**src/pwmga_pkg.sv**
```systemverilog
package pwmga_pkg;

   localparam int NGEN = 4;
   localparam int NOUT = 8;
   localparam int CW = 16;

   // Byte offsets of the register map.
   localparam logic [7:0] OFF_CTL = 8'h00;
   localparam logic [7:0] OFF_SYNC = 8'h04;
   localparam logic [7:0] OFF_OUTEN = 8'h08;
   localparam logic [7:0] OFF_INV = 8'h0C;
   localparam logic [7:0] OFF_FSEL = 8'h10;
   localparam logic [7:0] OFF_ISTAT = 8'h14;
   localparam logic [7:0] OFF_IMASK = 8'h18;
   localparam logic [7:0] OFF_LCLR = 8'h1C;
   localparam logic [7:0] OFF_GEN_BASE = 8'h20;
   localparam logic [7:0] OFF_CNT_BASE = 8'h60;
   localparam logic [7:0] OFF_END = 8'h70;

   // Word index inside one generator's four-word group.
   localparam logic [1:0] SUB_LOAD = 2'h0;
   localparam logic [1:0] SUB_CMPA = 2'h1;
   localparam logic [1:0] SUB_CMPB = 2'h2;
   localparam logic [1:0] SUB_DB = 2'h3;

   // Field positions.
   localparam int CTL_EN_POS = 0;
   localparam int CTL_DB_POS = 4;
   localparam int CTL_UD_POS = 8;
   localparam int CTL_SY_POS = 12;
   localparam int CTL_EXT_POS = 16;
   localparam int DB_RISE_POS = 0;
   localparam int DB_FALL_POS = 16;
   localparam int ISTAT_GEN_POS = 4;

   // Reset values.
   localparam logic [3:0] NIB_RST = 4'h0;
   localparam logic [7:0] OUTEN_RST = 8'h00;
   localparam logic [7:0] INV_RST = 8'h00;
   localparam logic [15:0] FSEL_RST = 16'h0000;
   localparam logic [7:0] STAT_RST = 8'h00;
   localparam logic [7:0] MASK_RST = 8'h00;
   localparam logic [15:0] VAL_RST = 16'h0000;

   typedef enum logic {PWMGA_UP, PWMGA_DOWN} pwmga_dir_type;

endpackage

```
**src/pwmga_gen.sv**
```systemverilog
`timescale 1ns/1ns
module pwmga_gen (
   input wire logic clk,
   input wire logic rst_n,
   input wire logic en,
   input wire logic updown,
   input wire logic sync_mode,
   input wire logic db_en,
   input wire logic sync_evt,
   input wire logic [15:0] load_in,
   input wire logic [15:0] cmpa_in,
   input wire logic [15:0] cmpb_in,
   input wire logic [15:0] rise_in,
   input wire logic [15:0] fall_in,
   output logic first_channel_output,
   output logic second_channel_output,
   output logic [15:0] count,
   output logic zero_evt
);
   logic [15:0] load_q, cmpa_q, cmpb_q, cnt_q, cnt_d, rise_cnt_q, fall_cnt_q;
   logic sync_pend_q, wave_a_q, wave_b_q;
   pwmga_pkg::pwmga_dir_type dir_q, dir_d;
   wire at_zero = (cnt_q == 16'h0000);
   wire do_upd = at_zero && (!sync_mode || sync_pend_q); // RQ16
   wire [15:0] load_eff = do_upd ? load_in : load_q;

   always_comb begin
      cnt_d = cnt_q;
      dir_d = dir_q;
      if (en) begin // RQ17
         if (!updown) begin // RQ15
            dir_d = pwmga_pkg::PWMGA_DOWN;
            cnt_d = at_zero ? load_eff : cnt_q - 16'h0001;
         end else begin
            case (dir_q)
               pwmga_pkg::PWMGA_UP: begin // RQ15
                  if (cnt_q >= load_eff) begin
                     dir_d = pwmga_pkg::PWMGA_DOWN;
                     cnt_d = at_zero ? cnt_q : cnt_q - 16'h0001;
                  end else begin
                     cnt_d = cnt_q + 16'h0001;
                  end
               end
               pwmga_pkg::PWMGA_DOWN: begin
                  if (at_zero) begin
                     dir_d = pwmga_pkg::PWMGA_UP;
                     cnt_d = (load_eff != 16'h0000) ? 16'h0001 : 16'h0000;
                  end else begin
                     cnt_d = cnt_q - 16'h0001;
                  end
               end
               default: begin
                  dir_d = pwmga_pkg::PWMGA_UP;
               end
            endcase
         end
      end
   end

   always_ff @(posedge clk or negedge rst_n) begin
      if (!rst_n) begin
         cnt_q <= pwmga_pkg::VAL_RST;
         dir_q <= pwmga_pkg::PWMGA_UP;
         load_q <= pwmga_pkg::VAL_RST;
         cmpa_q <= pwmga_pkg::VAL_RST;
         cmpb_q <= pwmga_pkg::VAL_RST;
         sync_pend_q <= 1'b0;
      end else begin
         cnt_q <= cnt_d;
         dir_q <= dir_d;
         sync_pend_q <= sync_evt | (sync_pend_q & !do_upd); // RQ16
         if (do_upd) begin // RQ16
            load_q <= load_in;
            cmpa_q <= cmpa_in;
            cmpb_q <= cmpb_in;
         end
      end
   end

   // Waveform and dead-band delay counters; delays count module clock ticks.
   always_ff @(posedge clk or negedge rst_n) begin
      if (!rst_n) begin
         wave_a_q <= 1'b0;
         wave_b_q <= 1'b0;
         rise_cnt_q <= pwmga_pkg::VAL_RST;
         fall_cnt_q <= pwmga_pkg::VAL_RST;
      end else begin
         wave_a_q <= (cnt_q > cmpa_q); // RQ6 RQ18
         wave_b_q <= (cnt_q > cmpb_q); // RQ6 RQ18
         rise_cnt_q <= !wave_a_q ? 16'h0000 :
                       (rise_cnt_q == 16'hFFFF) ? rise_cnt_q : rise_cnt_q + 16'h0001; // RQ8
         fall_cnt_q <= wave_a_q ? 16'h0000 :
                       (fall_cnt_q == 16'hFFFF) ? fall_cnt_q : fall_cnt_q + 16'h0001; // RQ8
      end
   end

   assign first_channel_output = db_en ? (wave_a_q && rise_cnt_q >= rise_in) : wave_a_q; // RQ19
   assign second_channel_output = db_en ? (!wave_a_q && fall_cnt_q >= fall_in) : wave_b_q; // RQ7 RQ19
   assign count = cnt_q;
   assign zero_evt = en && at_zero;
endmodule

```
**src/pwmga_top.sv**
```systemverilog
// The address map and register access over APB were decided locally.
`timescale 1ns/1ns
// What this block does
// RQ1: Four generators, each with a 16-bit down or up/down counter and two comparators.
// RQ2: Each generator drives two outputs, independent or complementary with dead band.
// RQ3: Each generator has its own interrupt output and trigger output.
// RQ4: Control sets each output's polarity and whether it reaches its pin.
// RQ5: Outputs 2g and 2g+1 belong to generator g.
// RQ6: Comparator A sets the even output's width, comparator B the odd one.
// RQ7: Dead band off makes the second output independent of the first.
// RQ8: Dead band on derives the second output; delays count clock ticks from edges.
// RQ9: Writing a one to a fault status bit clears that fault interrupt.
// RQ10: Four fault flags, clearable singly or together in one write.
// RQ11: The legacy clear touches only fault flag 0.
// RQ12: Extended mode: fault flag is OR of that generator's selected fault inputs.
// RQ13: Legacy mode: the fault flag follows the single external fault input.
// RQ14: Software should clear the fault early in its handler.
// RQ15: Down mode reloads at zero; up/down mode ramps zero to load and back.
// RQ16: Load and compare updates apply at zero, after a sync event in sync mode.
// RQ17: A disabled generator's counter holds; generators reset disabled.
// RQ18: Outputs toggle at zero, reload and compare; high time tracks the compare.
// RQ19: Dead band: first output rise-delayed, second is inverse rise-delayed by fall count.
module pwmga_top (
   input wire logic pclk,
   input wire logic presetn,
   input wire logic psel,
   input wire logic penable,
   input wire logic pwrite,
   input wire logic [7:0] paddr,
   input wire logic [31:0] pwdata,
   output logic [31:0] prdata,
   output logic pready,
   output logic pslverr,
   input wire logic [3:0] external_fault_input,
   output logic [7:0] pulse_output,
   output logic [3:0] gen_irq,
   output logic [3:0] gen_trig,
   output logic irq
);
   logic [3:0] gen_en_q, db_en_q, updown_q, sync_mode_q, sync_evt_q;
   logic ext_fault_q;
   logic [7:0] out_en_q, inv_q, stat_q, mask_q, pulse_q;
   logic [15:0] fsel_q;
   logic [15:0] load_q [4];
   logic [15:0] cmpa_q [4];
   logic [15:0] cmpb_q [4];
   logic [15:0] rise_q [4];
   logic [15:0] fall_q [4];
   logic [3:0] fault_m_q, fault_s_q, gen_irq_q, gen_trig_q;
   logic [31:0] prdata_q, rd_d;
   logic pready_q, pslverr_q, irq_q;
   logic [3:0] ga, gb, zero_evt, fsrc;
   logic [15:0] gcnt [4];
   logic [7:0] wave, fgate;

   function automatic logic [1:0] gen_index(input logic [7:0] a);
      gen_index = 2'((a - pwmga_pkg::OFF_GEN_BASE) >> 4);
   endfunction

   // Address decode.
   wire aligned = (paddr[1:0] == 2'b00);
   wire hit_ctl = aligned && paddr == pwmga_pkg::OFF_CTL;
   wire hit_sync = aligned && paddr == pwmga_pkg::OFF_SYNC;
   wire hit_outen = aligned && paddr == pwmga_pkg::OFF_OUTEN;
   wire hit_inv = aligned && paddr == pwmga_pkg::OFF_INV;
   wire hit_fsel = aligned && paddr == pwmga_pkg::OFF_FSEL;
   wire hit_istat = aligned && paddr == pwmga_pkg::OFF_ISTAT;
   wire hit_imask = aligned && paddr == pwmga_pkg::OFF_IMASK;
   wire hit_lclr = aligned && paddr == pwmga_pkg::OFF_LCLR;
   wire hit_gen = aligned && paddr >= pwmga_pkg::OFF_GEN_BASE && paddr < pwmga_pkg::OFF_CNT_BASE;
   wire hit_cnt = aligned && paddr >= pwmga_pkg::OFF_CNT_BASE && paddr < pwmga_pkg::OFF_END;
   wire mapped = hit_ctl | hit_sync | hit_outen | hit_inv | hit_fsel | hit_istat |
                 hit_imask | hit_lclr | hit_gen | hit_cnt;
   wire [1:0] gidx = gen_index(paddr);
   wire [1:0] cidx = paddr[3:2];
   wire [1:0] sub = paddr[3:2];
   wire setup = psel && !penable;
   wire wr = psel && penable && pready_q && pwrite && mapped;

   // Read data multiplexer.
   always_comb begin
      rd_d = 32'h0000_0000;
      if (hit_ctl) begin
         rd_d = {15'h0000, ext_fault_q, sync_mode_q, updown_q, db_en_q, gen_en_q};
      end else if (hit_outen) begin
         rd_d = {24'h00_0000, out_en_q};
      end else if (hit_inv) begin
         rd_d = {24'h00_0000, inv_q};
      end else if (hit_fsel) begin
         rd_d = {16'h0000, fsel_q};
      end else if (hit_istat) begin
         rd_d = {24'h00_0000, stat_q};
      end else if (hit_imask) begin
         rd_d = {24'h00_0000, mask_q};
      end else if (hit_cnt) begin
         rd_d = {16'h0000, gcnt[cidx]};
      end else if (hit_gen) begin
         case (sub)
            pwmga_pkg::SUB_LOAD: rd_d = {16'h0000, load_q[gidx]};
            pwmga_pkg::SUB_CMPA: rd_d = {16'h0000, cmpa_q[gidx]};
            pwmga_pkg::SUB_CMPB: rd_d = {16'h0000, cmpb_q[gidx]};
            default: rd_d = {fall_q[gidx], rise_q[gidx]};
         endcase
      end
   end

   // APB answer: data and status registered in the setup cycle, zero wait states.
   always_ff @(posedge pclk or negedge presetn) begin
      if (!presetn) begin
         pready_q <= 1'b0;
         pslverr_q <= 1'b0;
         prdata_q <= 32'h0000_0000;
      end else begin
         pready_q <= setup;
         pslverr_q <= setup && !mapped;
         prdata_q <= (setup && !pwrite) ? rd_d : 32'h0000_0000;
      end
   end

   // Control registers.
   always_ff @(posedge pclk or negedge presetn) begin
      if (!presetn) begin
         gen_en_q <= pwmga_pkg::NIB_RST; // RQ17
         db_en_q <= pwmga_pkg::NIB_RST;
         updown_q <= pwmga_pkg::NIB_RST;
         sync_mode_q <= pwmga_pkg::NIB_RST;
         ext_fault_q <= 1'b0;
         out_en_q <= pwmga_pkg::OUTEN_RST;
         inv_q <= pwmga_pkg::INV_RST;
         fsel_q <= pwmga_pkg::FSEL_RST;
         mask_q <= pwmga_pkg::MASK_RST;
         sync_evt_q <= pwmga_pkg::NIB_RST;
      end else begin
         sync_evt_q <= (wr && hit_sync) ? pwdata[3:0] : 4'h0; // RQ16
         if (wr && hit_ctl) begin
            gen_en_q <= pwdata[pwmga_pkg::CTL_EN_POS +: 4]; // RQ17
            db_en_q <= pwdata[pwmga_pkg::CTL_DB_POS +: 4];
            updown_q <= pwdata[pwmga_pkg::CTL_UD_POS +: 4];
            sync_mode_q <= pwdata[pwmga_pkg::CTL_SY_POS +: 4];
            ext_fault_q <= pwdata[pwmga_pkg::CTL_EXT_POS];
         end
         if (wr && hit_outen) out_en_q <= pwdata[7:0]; // RQ4
         if (wr && hit_inv) inv_q <= pwdata[7:0]; // RQ4
         if (wr && hit_fsel) fsel_q <= pwdata[15:0];
         if (wr && hit_imask) mask_q <= pwdata[7:0];
      end
   end

   // Per-generator parameter registers.
   always_ff @(posedge pclk or negedge presetn) begin
      if (!presetn) begin
         for (int g = 0; g < pwmga_pkg::NGEN; g++) begin
            load_q[g] <= pwmga_pkg::VAL_RST;
            cmpa_q[g] <= pwmga_pkg::VAL_RST;
            cmpb_q[g] <= pwmga_pkg::VAL_RST;
            rise_q[g] <= pwmga_pkg::VAL_RST;
            fall_q[g] <= pwmga_pkg::VAL_RST;
         end
      end else if (wr && hit_gen) begin
         case (sub)
            pwmga_pkg::SUB_LOAD: load_q[gidx] <= pwdata[15:0];
            pwmga_pkg::SUB_CMPA: cmpa_q[gidx] <= pwdata[15:0];
            pwmga_pkg::SUB_CMPB: cmpb_q[gidx] <= pwdata[15:0];
            default: begin
               rise_q[gidx] <= pwdata[pwmga_pkg::DB_RISE_POS +: 16];
               fall_q[gidx] <= pwdata[pwmga_pkg::DB_FALL_POS +: 16];
            end
         endcase
      end
   end

   // Fault input synchroniser.
   always_ff @(posedge pclk or negedge presetn) begin
      if (!presetn) begin
         fault_m_q <= 4'h0;
         fault_s_q <= 4'h0;
      end else begin
         fault_m_q <= external_fault_input;
         fault_s_q <= fault_m_q;
      end
   end

   for (genvar g = 0; g < pwmga_pkg::NGEN; g++) begin : gens
      pwmga_gen u_gen ( // RQ1 RQ2
         .clk(pclk),
         .rst_n(presetn),
         .en(gen_en_q[g]),
         .updown(updown_q[g]),
         .sync_mode(sync_mode_q[g]),
         .db_en(db_en_q[g]),
         .sync_evt(sync_evt_q[g]),
         .load_in(load_q[g]),
         .cmpa_in(cmpa_q[g]),
         .cmpb_in(cmpb_q[g]),
         .rise_in(rise_q[g]),
         .fall_in(fall_q[g]),
         .first_channel_output(ga[g]),
         .second_channel_output(gb[g]),
         .count(gcnt[g]),
         .zero_evt(zero_evt[g])
      );
      if (g == 0) begin : legacy
         assign fsrc[g] = ext_fault_q ? |(fault_s_q & fsel_q[4*g +: 4]) : fault_s_q[0]; // RQ12 RQ13
      end else begin : extonly
         assign fsrc[g] = ext_fault_q && |(fault_s_q & fsel_q[4*g +: 4]); // RQ12
      end
      assign wave[2*g] = ga[g]; // RQ5
      assign wave[2*g+1] = gb[g]; // RQ5
      assign fgate[2*g] = fsrc[g];
      assign fgate[2*g+1] = fsrc[g];
   end

   // Interrupt status: sources set, write-one clears, set wins over clear.
   wire [7:0] clr_vec = ((wr && hit_istat) ? pwdata[7:0] : 8'h00) | // RQ9 RQ10
                        ((wr && hit_lclr) ? 8'h01 : 8'h00); // RQ11
   wire [7:0] set_vec = {zero_evt, fsrc};
   wire [7:0] stat_d = (stat_q & ~clr_vec) | set_vec;
   wire [7:0] pulse_d = out_en_q & ~fgate & (wave ^ inv_q); // RQ4

   always_ff @(posedge pclk or negedge presetn) begin
      if (!presetn) begin
         stat_q <= pwmga_pkg::STAT_RST;
         pulse_q <= 8'h00;
         irq_q <= 1'b0;
         gen_irq_q <= 4'h0;
         gen_trig_q <= 4'h0;
      end else begin
         stat_q <= stat_d; // RQ9 RQ10
         pulse_q <= pulse_d;
         irq_q <= |(stat_q & mask_q);
         gen_irq_q <= stat_q[pwmga_pkg::ISTAT_GEN_POS +: 4] &
                      mask_q[pwmga_pkg::ISTAT_GEN_POS +: 4]; // RQ3
         gen_trig_q <= zero_evt; // RQ3
      end
   end

   assign prdata = prdata_q;
   assign pready = pready_q;
   assign pslverr = pslverr_q;
   assign pulse_output = pulse_q;
   assign gen_irq = gen_irq_q;
   assign gen_trig = gen_trig_q;
   assign irq = irq_q;

   a_w1c_clears_flag: assert property (@(posedge pclk) disable iff (!presetn) // RQ9
      (wr && hit_istat && pwdata[0] && !fsrc[0]) |=> !stat_q[0])
      else $error("fault flag 0 not cleared by write one");
   a_multi_clear: assert property (@(posedge pclk) disable iff (!presetn) // RQ10
      (wr && hit_istat && pwdata[3:0] == 4'hF && fsrc == 4'h0) |=> stat_q[3:0] == 4'h0)
      else $error("fault flags not cleared together");
   a_legacy_only0: assert property (@(posedge pclk) disable iff (!presetn) // RQ11
      (wr && hit_lclr) |=> stat_q[3:1] == $past(stat_q[3:1] | fsrc[3:1]))
      else $error("legacy clear touched flags 1 to 3");
   a_ext_fault_or: assert property (@(posedge pclk) disable iff (!presetn) // RQ12
      (ext_fault_q && |(fault_s_q & fsel_q[7:4])) |=> stat_q[1])
      else $error("selected fault did not set flag 1");
   a_legacy_fault_pin: assert property (@(posedge pclk) disable iff (!presetn) // RQ13
      (!ext_fault_q && fault_s_q[0]) |=> (stat_q[0] && !pulse_q[0] && !pulse_q[1]))
      else $error("fault pin did not set flag or gate outputs");
   a_out_gating: assert property (@(posedge pclk) disable iff (!presetn) // RQ4
      (out_en_q == 8'h00) |=> pulse_output == 8'h00)
      else $error("disabled outputs reached pins");
   a_pair_map: assert property (@(posedge pclk) disable iff (!presetn) // RQ5
      (out_en_q == 8'hFF && inv_q == 8'h00 && fsrc == 4'h0)
      |=> pulse_output == $past({gb[3], ga[3], gb[2], ga[2], gb[1], ga[1], gb[0], ga[0]}))
      else $error("output pair mapping wrong");
   a_gen_hold: assert property (@(posedge pclk) disable iff (!presetn) // RQ17
      !gen_en_q[0] |=> gcnt[0] == $past(gcnt[0]))
      else $error("disabled counter moved");
   a_db_exclusive: assert property (@(posedge pclk) disable iff (!presetn) // RQ8
      db_en_q[0] |-> !(ga[0] && gb[0]))
      else $error("dead band outputs overlap");
endmodule

```
**config.mk**
```make
export PLATFORM = sky130hd
export DESIGN_NAME = pwmga_top
export DESIGN_NICKNAME = d
export VERILOG_FILES = /design/src/pwmga_pkg.sv /design/src/pwmga_gen.sv /design/src/pwmga_top.sv
export SDC_FILE = /design/constraint.sdc
export NUM_CORES = 2
export LEC_CHECK = 0
export BUFFER_PORTS_ARGS = -buffer_cell sky130_fd_sc_hd__buf_2
export CAP_MARGIN = 25
export CORE_MARGIN = 4
export CORE_UTILIZATION = 45
export CTS_CLUSTER_SIZE = 24
export DETAILED_ROUTE_END_ITERATION = 12
export GPL_ROUTABILITY_DRIVEN = 0
export PLACE_DENSITY = 0.62
export RECOVER_POWER = 100
export SLEW_MARGIN = 20
export SYNTH_ARGS = -nofsm -noshare
export SYNTH_HDL_FRONTEND = slang
export SYNTH_SLANG_ARGS = --single-unit
```
**constraint.sdc**
```tcl
create_clock -name pclk -period 10.05 [get_ports pclk]
set_input_delay 1.005 -clock pclk [delete_from_list [all_inputs] [get_ports pclk]]
set_output_delay 1.005 -clock pclk [all_outputs]
set_load 0.01 [all_outputs]
```
* Yosys cells after proc, flatten, opt, wreduce, memory -nomap -nowiden
Cells that the tools add are included.
Storage, ports and cells: register bits 848, bits of input ports 49, output and inout port bits 51
Operators by class: add/subtract/negate cells 17, $lt $le $gt $ge 27, equality and inequality tests 29, multiplexer cells 111, bitwise logic cells 38, reductions and logical operators 92
Operators by type and width (number):
- 16-bit two-way mux | 53
- 64-bit bitwise mux | 5
- 32-bit two-way mux | 9
- 16-bit by 1-bit adder with 16-bit output (second input constant) | 12
- 16-bit binary-select mux with 2-bit select | 6
- 16-bit greater-or-equal comparator | 12
- 16-bit == test (second input constant) | 8
- 16-bit greater-than comparator | 8
- 16-bit case mux with 2 select lines | 4
- 32-bit case mux with 3 select lines | 1
- 16-bit zero test | 4
- 16-bit nonzero test | 4
- 16-bit by 1-bit subtractor with 16-bit output (second input constant) | 4
- 1-bit logical AND | 48
- 8-bit AND | 4
- 16-bit demux with 2-bit select | 1
- 8-bit by 5-bit == test with 1-bit output (second input constant) | 4
- 1-bit two-way mux | 26
- 4-bit AND | 5
- 8-bit by 4-bit == test with 1-bit output (second input constant) | 2
- 8-bit by 7-bit < comparator with 1-bit output (second input constant) | 2
- 4-bit inequality test (second input constant) | 4
- 8-bit inverter | 2
- 2-bit AND reduction | 8
- 27 further kinds | 78

* Logic depth before layout (Yosys ltp)
depth in word-level cells 18, mapped depth 20, gate-level depth less buffers 17

* Hierarchy
Synthesis repeated with hierarchy kept, for this count alone.
Unflattened totals: cells, all modules 4875, area total of the unflattened synthesis 50379.6 sq um
Modules (own cells, without submodules):
- pwmga_gen (gens[0].u_gen ...) | instances 3, cells an instance 878, area each 7531.0 sq um, seq. area each 2502.4 sq um
- pwmga_top | instances 1, cells an instance 1381, area each 20299.5 sq um, seq. area each 11210.8 sq um
- pwmga_gen (gens[1].u_gen) | instances 1, cells an instance 860, area each 7487.2 sq um, seq. area each 2502.4 sq um

* Worst setup path after synthesis
Ideal clock, no wire load.
path kind register -> register, start point reg gens[2].u_gen.cnt_q[7], end point reg gens[2].u_gen.cnt_q[11], setup time 0.123 ns, arrival time 4.406 ns, required time 9.927 ns, setup slack 5.521 ns, cell stages (with the launch flop) 17, buffers on the path 3, path through dfrtp_1 > buf_6 > or3_4 > or4_4 > nor3_2 > buf_4 > mux2i_1 > ha_1 > a21o_1 > a21oi_1 > nor2b_1 > o31ai_1 > o211ai_4 > a31oi_1 > clkbuf_1 > o21ai_0 > o2bb2ai_1
On the way: longest elaborated chain between the ends 7
Ends and longest elaborated chain:
- start: declaration | RTL line pwmga_gen.sv:20 | logic [15:0] load_q, cmpa_q, cmpb_q, cnt_q, cnt_d, rise_cnt_q, fall_cnt_q;
- start signal: assignment | RTL line pwmga_gen.sv:62 | cnt_q <= pwmga_pkg::VAL_RST;
- start signal: assignment | RTL line pwmga_gen.sv:69 | cnt_q <= cnt_d;
- 16-bit zero test | RTL line pwmga_gen.sv:23 | wire at_zero = (cnt_q == 16'h0000);
- 1-bit logical AND | RTL line pwmga_gen.sv:24 | wire do_upd = at_zero && (!sync_mode || sync_pend_q);
- 16-bit two-way mux
- 16-bit greater-or-equal comparator | RTL line pwmga_gen.sv:37 | if (cnt_q >= load_eff) begin
- 16-bit two-way mux | RTL line pwmga_gen.sv:37
- 16-bit case mux with 2 select lines | RTL line pwmga_gen.sv:35 | case (dir_q)
- 16-bit two-way mux | RTL line pwmga_gen.sv:31 | if (!updown) begin
Parallel ways exist; a longest one is shown, timed or not. The select of a mux whose other input is x is not followed. A chain may end at the register's enable or synchronous reset.

* Final worst setup path
start point reg gens[0].u_gen.cnt_q[1], end point reg gens[0].u_gen.cnt_q[2]
On the way: longest elaborated chain between the ends 7
Ends and longest elaborated chain:
- start: declaration | RTL line pwmga_gen.sv:20
- start signal: assignment | RTL line pwmga_gen.sv:62
- start signal: assignment | RTL line pwmga_gen.sv:69
- 16-bit zero test | RTL line pwmga_gen.sv:23
- 1-bit logical AND | RTL line pwmga_gen.sv:24
- 16-bit two-way mux | RTL line pwmga_gen.sv:25 | wire [15:0] load_eff = do_upd ? load_in : load_q;
- 16-bit greater-or-equal comparator | RTL line pwmga_gen.sv:37
- 16-bit two-way mux | RTL line pwmga_gen.sv:37
- 16-bit case mux with 2 select lines | RTL line pwmga_gen.sv:35
- 16-bit two-way mux | RTL line pwmga_gen.sv:31
Parallel ways exist; a longest one is shown, timed or not. The select of a mux whose other input is x is not followed.

==> impl_metrics.toml <==
[clocking]
clock-sinks = 848
cts_tree = "built"
clk_pin_slew_worst_paths_ns = 0.06
root_buffer = "clkbuf_16"
numCtsBuffers = 96
hold_buffers = 0
post_cts_buffers = 0
clockBufferDepth = 3
clock_latency_ns = 0.70
cts_resized = 0
htreeDepth = 3

[sta]
tightestPinTransition_ns = 4.44
timing.hold.ws_ns = 0.349
hold_violations = 0
setup_ws_ns = 2.47
fmax_mhz = 132
worst_clock_skew_ns = 0.0329
slew-limit-headroom_pct = -196
tns_ns = 0
drv_slew = 512
fin_crit_sh_pct = 75.4
min_period_ns = 7.58
rsz0062_at_grt = "false"
finalSetupViolCount = 0

[finish]
nFillCells = 9695
fin_nets = 4991
seq_area_mm2 = 0.0212
final_cell_mix = "848 x dfrtp_1, 397 x mux2_2, 363 x inv_1, 343 x nand2_1, 336 x ha_1"
syn2layout_area_growth_pct = 10.6
drive_above_1_share_pct = 16.6
multi_input_area_mm2 = 0.0251
layout.cells.most_common = "dfrtp_1"

[placed_design]
port_buffers = 99
pre_cts_ws_ns = 4.37
dp_hpwl_mm = 117

[routing]
drtAntennaViolNets = 0
dr_total_vias = 37400
drt-total-wl_mm = 162
drt-initial-drc-count = 4509
drc = 0
avgRoutedWirePerCell_um = 26.5
drtPass1Iterations = 6
vias_per_cell = 6.13

[logic_synthesis]
synthArstFlopShare_pct = 100
synth_cell_type_count = 91
synth_edf_count = 0
ys_seq_area_share_pct = 43.7
postSynthAreaPerCell_um2 = 10.6
synth_fa_ha_area_share_pct = 8.66
synth_compound_area_share_pct = 10.9
synth_area_leader_cell = "dfrtp_1"
ys.flop_type = "dfrtp_1"
syn_nets = 4979
synth_xor_area_share_pct = 2.74
yosys_warnings = 0
synth_area_mm2 = 0.0486
ys_ff_latch = 848
netlist.area_leader.share_pct = 43.7
synthTopCellsByArea = "dfrtp_1 44%, mux2_2 9.5%, ha_1 8.7%, mux4_2 5.2%, inv_1 2.8%"
synth_top_family_by_area = "multiplexers"
synthMuxAreaShare_pct = 16.6
synth-simple-area-share_pct = 12.7
syn_inst = 4594

[power]
vdd_drop_max_mv = 0.152
pwr_density_cell_mw_per_mm2 = 166
power.leakage_uw = 0.0254

[floorplanning]
die_h_um = 337
core_mm2 = 0.107
die_w_um = 337
die-area_mm2 = 0.113
initial_core_util_pct = 45.4
io_pins = 100
row_count = 120

[global_routing]
antenna_found_initial = 20
grt_overflow = 0
grtUsageTotal_pct = 28.4
grt_first_pass_wirelength_mm = 240
grt_max_degree = 175
grt_pass1_vias = 36200

[hold_path]
hold-path-endpoint = "fault_s_q[1]"
hold_class = "reg2reg"
holdCritStartpoint = "fault_m_q[1]"
whs_path_depth = 0

[run]
drv_cap = 14

[critical_path]
crit_path_end_kind = "flop"
crit_fanout = 49
crit_type = "reg2reg"
cp.required_ns = 10.62
worstRegToRegCells = 16
crit_family = "buffers and inverters"
r2r-start = "gens[0].u_gen.count[1]"
r2r-end = "gens[0].u_gen.count[2]"
arrival_ns = 8.15
cpMaxStageDelayCell = "clkbuf_1"
cp_cell_sequence = "inv_1, ha_1, nor2b_1, and4_1, nand4_1, clkbuf_1, mux2i_1, ha_1, a21oi_1, o21ai_0, a21oi_1, o21ai_0, nor2_1, mux2_1, a221oi_1, o2bb2ai_1"
worst-path-buf-inv = 2
startpoint_type = "flop"
slowest_delay_ns = 2.27
reg2reg_slack_ns = 2.47

[outcome]
violations = "max-capacitance violations, max-slew violations"
run_status = "finished with violations"
==> flip-flops by register name (all words and copies together) (netlist names), 8 cells and up <==
name and flops:
fsel_q 16, gens.u_gen.cmpa_q 64, gens.u_gen.rise_cnt_q 64, pulse_output 8, load_q 64, gens.u_gen.load_q 64, gens.u_gen.cmpb_q 64, gens.u_gen.fall_cnt_q 64
mask_q 8, inv_q 8, rise_q 64, prdata 32, fall_q 64, gens.u_gen.count 64, stat_q 8, cmpb_q 64
cmpa_q 64, out_en_q 8
==> Yosys cell counts (12+ instances only) <==
master,number
o211ai_1,23
o2111ai_1,12
dfrtp_1,848
xnor2_1,82
o21a_1,53
inv_1,363
or3_1,36
o21ai_0,237
ha_1,336
nand4_1,95
nor2_1,280
nand2b_1,41
nor3_1,64
o31a_1,16
nand3_1,131
nor4_1,39
a22oi_1,16
a22o_1,12
and4_1,24
o22ai_1,46
mux2i_1,94
a222oi_1,16
mux2_2,410
nor2b_1,53
o31ai_1,13
clkbuf_1,165
a211oi_1,19
nand2_1,343
and3_1,46
and2_1,41
buf_2,16
buf_1,37
a21oi_1,135
a21o_1,84
mux4_2,112
a31oi_1,41
o2bb2ai_1,15
xor2_1,68
==> area by class of cell <==
type | instances | share of cell area (%)
diodes | 7 | 0.0326
clock buffers | 120 | 5.04
clock inverters | 57 | 1.47
inverters | 363 | 2.54
multi-input cells | 3155 | 46.7
flip-flops and latches | 848 | 39.5
well taps | 1403 | 3.27
repair buffers | 142 | 1.45
==> layer usage <==
layer	track usage, %	vias up	routed length, um
met3	7.94	357	17600
met5	0	-	138
met4	11.0	14	7330
met1	40.3	18600	68900
li1	-	16600	-
met2	41.3	1829	67800
==> through the flow <==
step | instance area, um2 | util (%) | instances | power, uW
3_3_place_gp | 50300 | 47.0 | 5907 | 5000
5_1_grt | 53700 | 50.1 | 6088 | 9220
6_report | 53700 | 50.2 | 6095 | 8890
4_1_cts | 53800 | 50.2 | 6085 | 8920
3_5_place_dp | 50300 | 47.0 | 5908 | 5030
2_1_floorplan | 48600 | - | 4594 | 4580
==> where the power goes <==
| part | leakage, uW | switching [uW] | internal, uW |
|---|---|---|---|
| registers | 0.0115 | 280 | 3510 |
| logic | 0.0121 | 703 | 500 |
| clock network | 0.00172 | 1540 | 2350 |
| total | 0.0254 | 2520 | 6360 |
==> worst register-to-register path, stage by stage, from the launching register on <==
cell and delay (ns):
dfrtp_1 0.59, inv_1 0.20, ha_1 0.23, nor2b_1 0.16, and4_1 0.24, nand4_1 0.08
clkbuf_1 2.27, mux2i_1 0.59, ha_1 0.49, a21oi_1 0.17, o21ai_0 0.14, a21oi_1 0.21
o21ai_0 0.16, nor2_1 1.18, mux2_1 0.42, a221oi_1 0.27, o2bb2ai_1 0.09
==> logic make-up after synthesis <==
family	Yosys count
xor gates and xnor gates	151
and+or+nand+nor	1244
DFF	848
adders and majority gates	336
AOI/OAI and AO/OA	808
muxes	616
buffers and inverters	591
==> worst max path at each step <==
| stage | startpoint | to | slack [ns] | cells past startpoint |
|---|---|---|---|---|
| 2_1_floorplan | gens[2].u_gen.count[7] | gens[2].u_gen.count[11] | 5.52 | 16 |
| 3_3_place_gp | gens[1].u_gen.count[0] | gens[1].u_gen.count[5] | 4.34 | 17 |
| 3_5_place_dp | gens[3].u_gen.count[9] | gens[3].u_gen.count[8] | 4.37 | 14 |
| 4_1_cts | gens[3].u_gen.count[9] | gens[3].u_gen.count[8] | 4.34 | 14 |
| 5_1_grt | gens[0].u_gen.count[1] | gens[0].u_gen.count[2] | 2.01 | 16 |
| 6_report | gens[0].u_gen.count[1] | gens[0].u_gen.count[2] | 2.47 | 16 |
No activity file was read; power rests on OpenSTA's default activity.
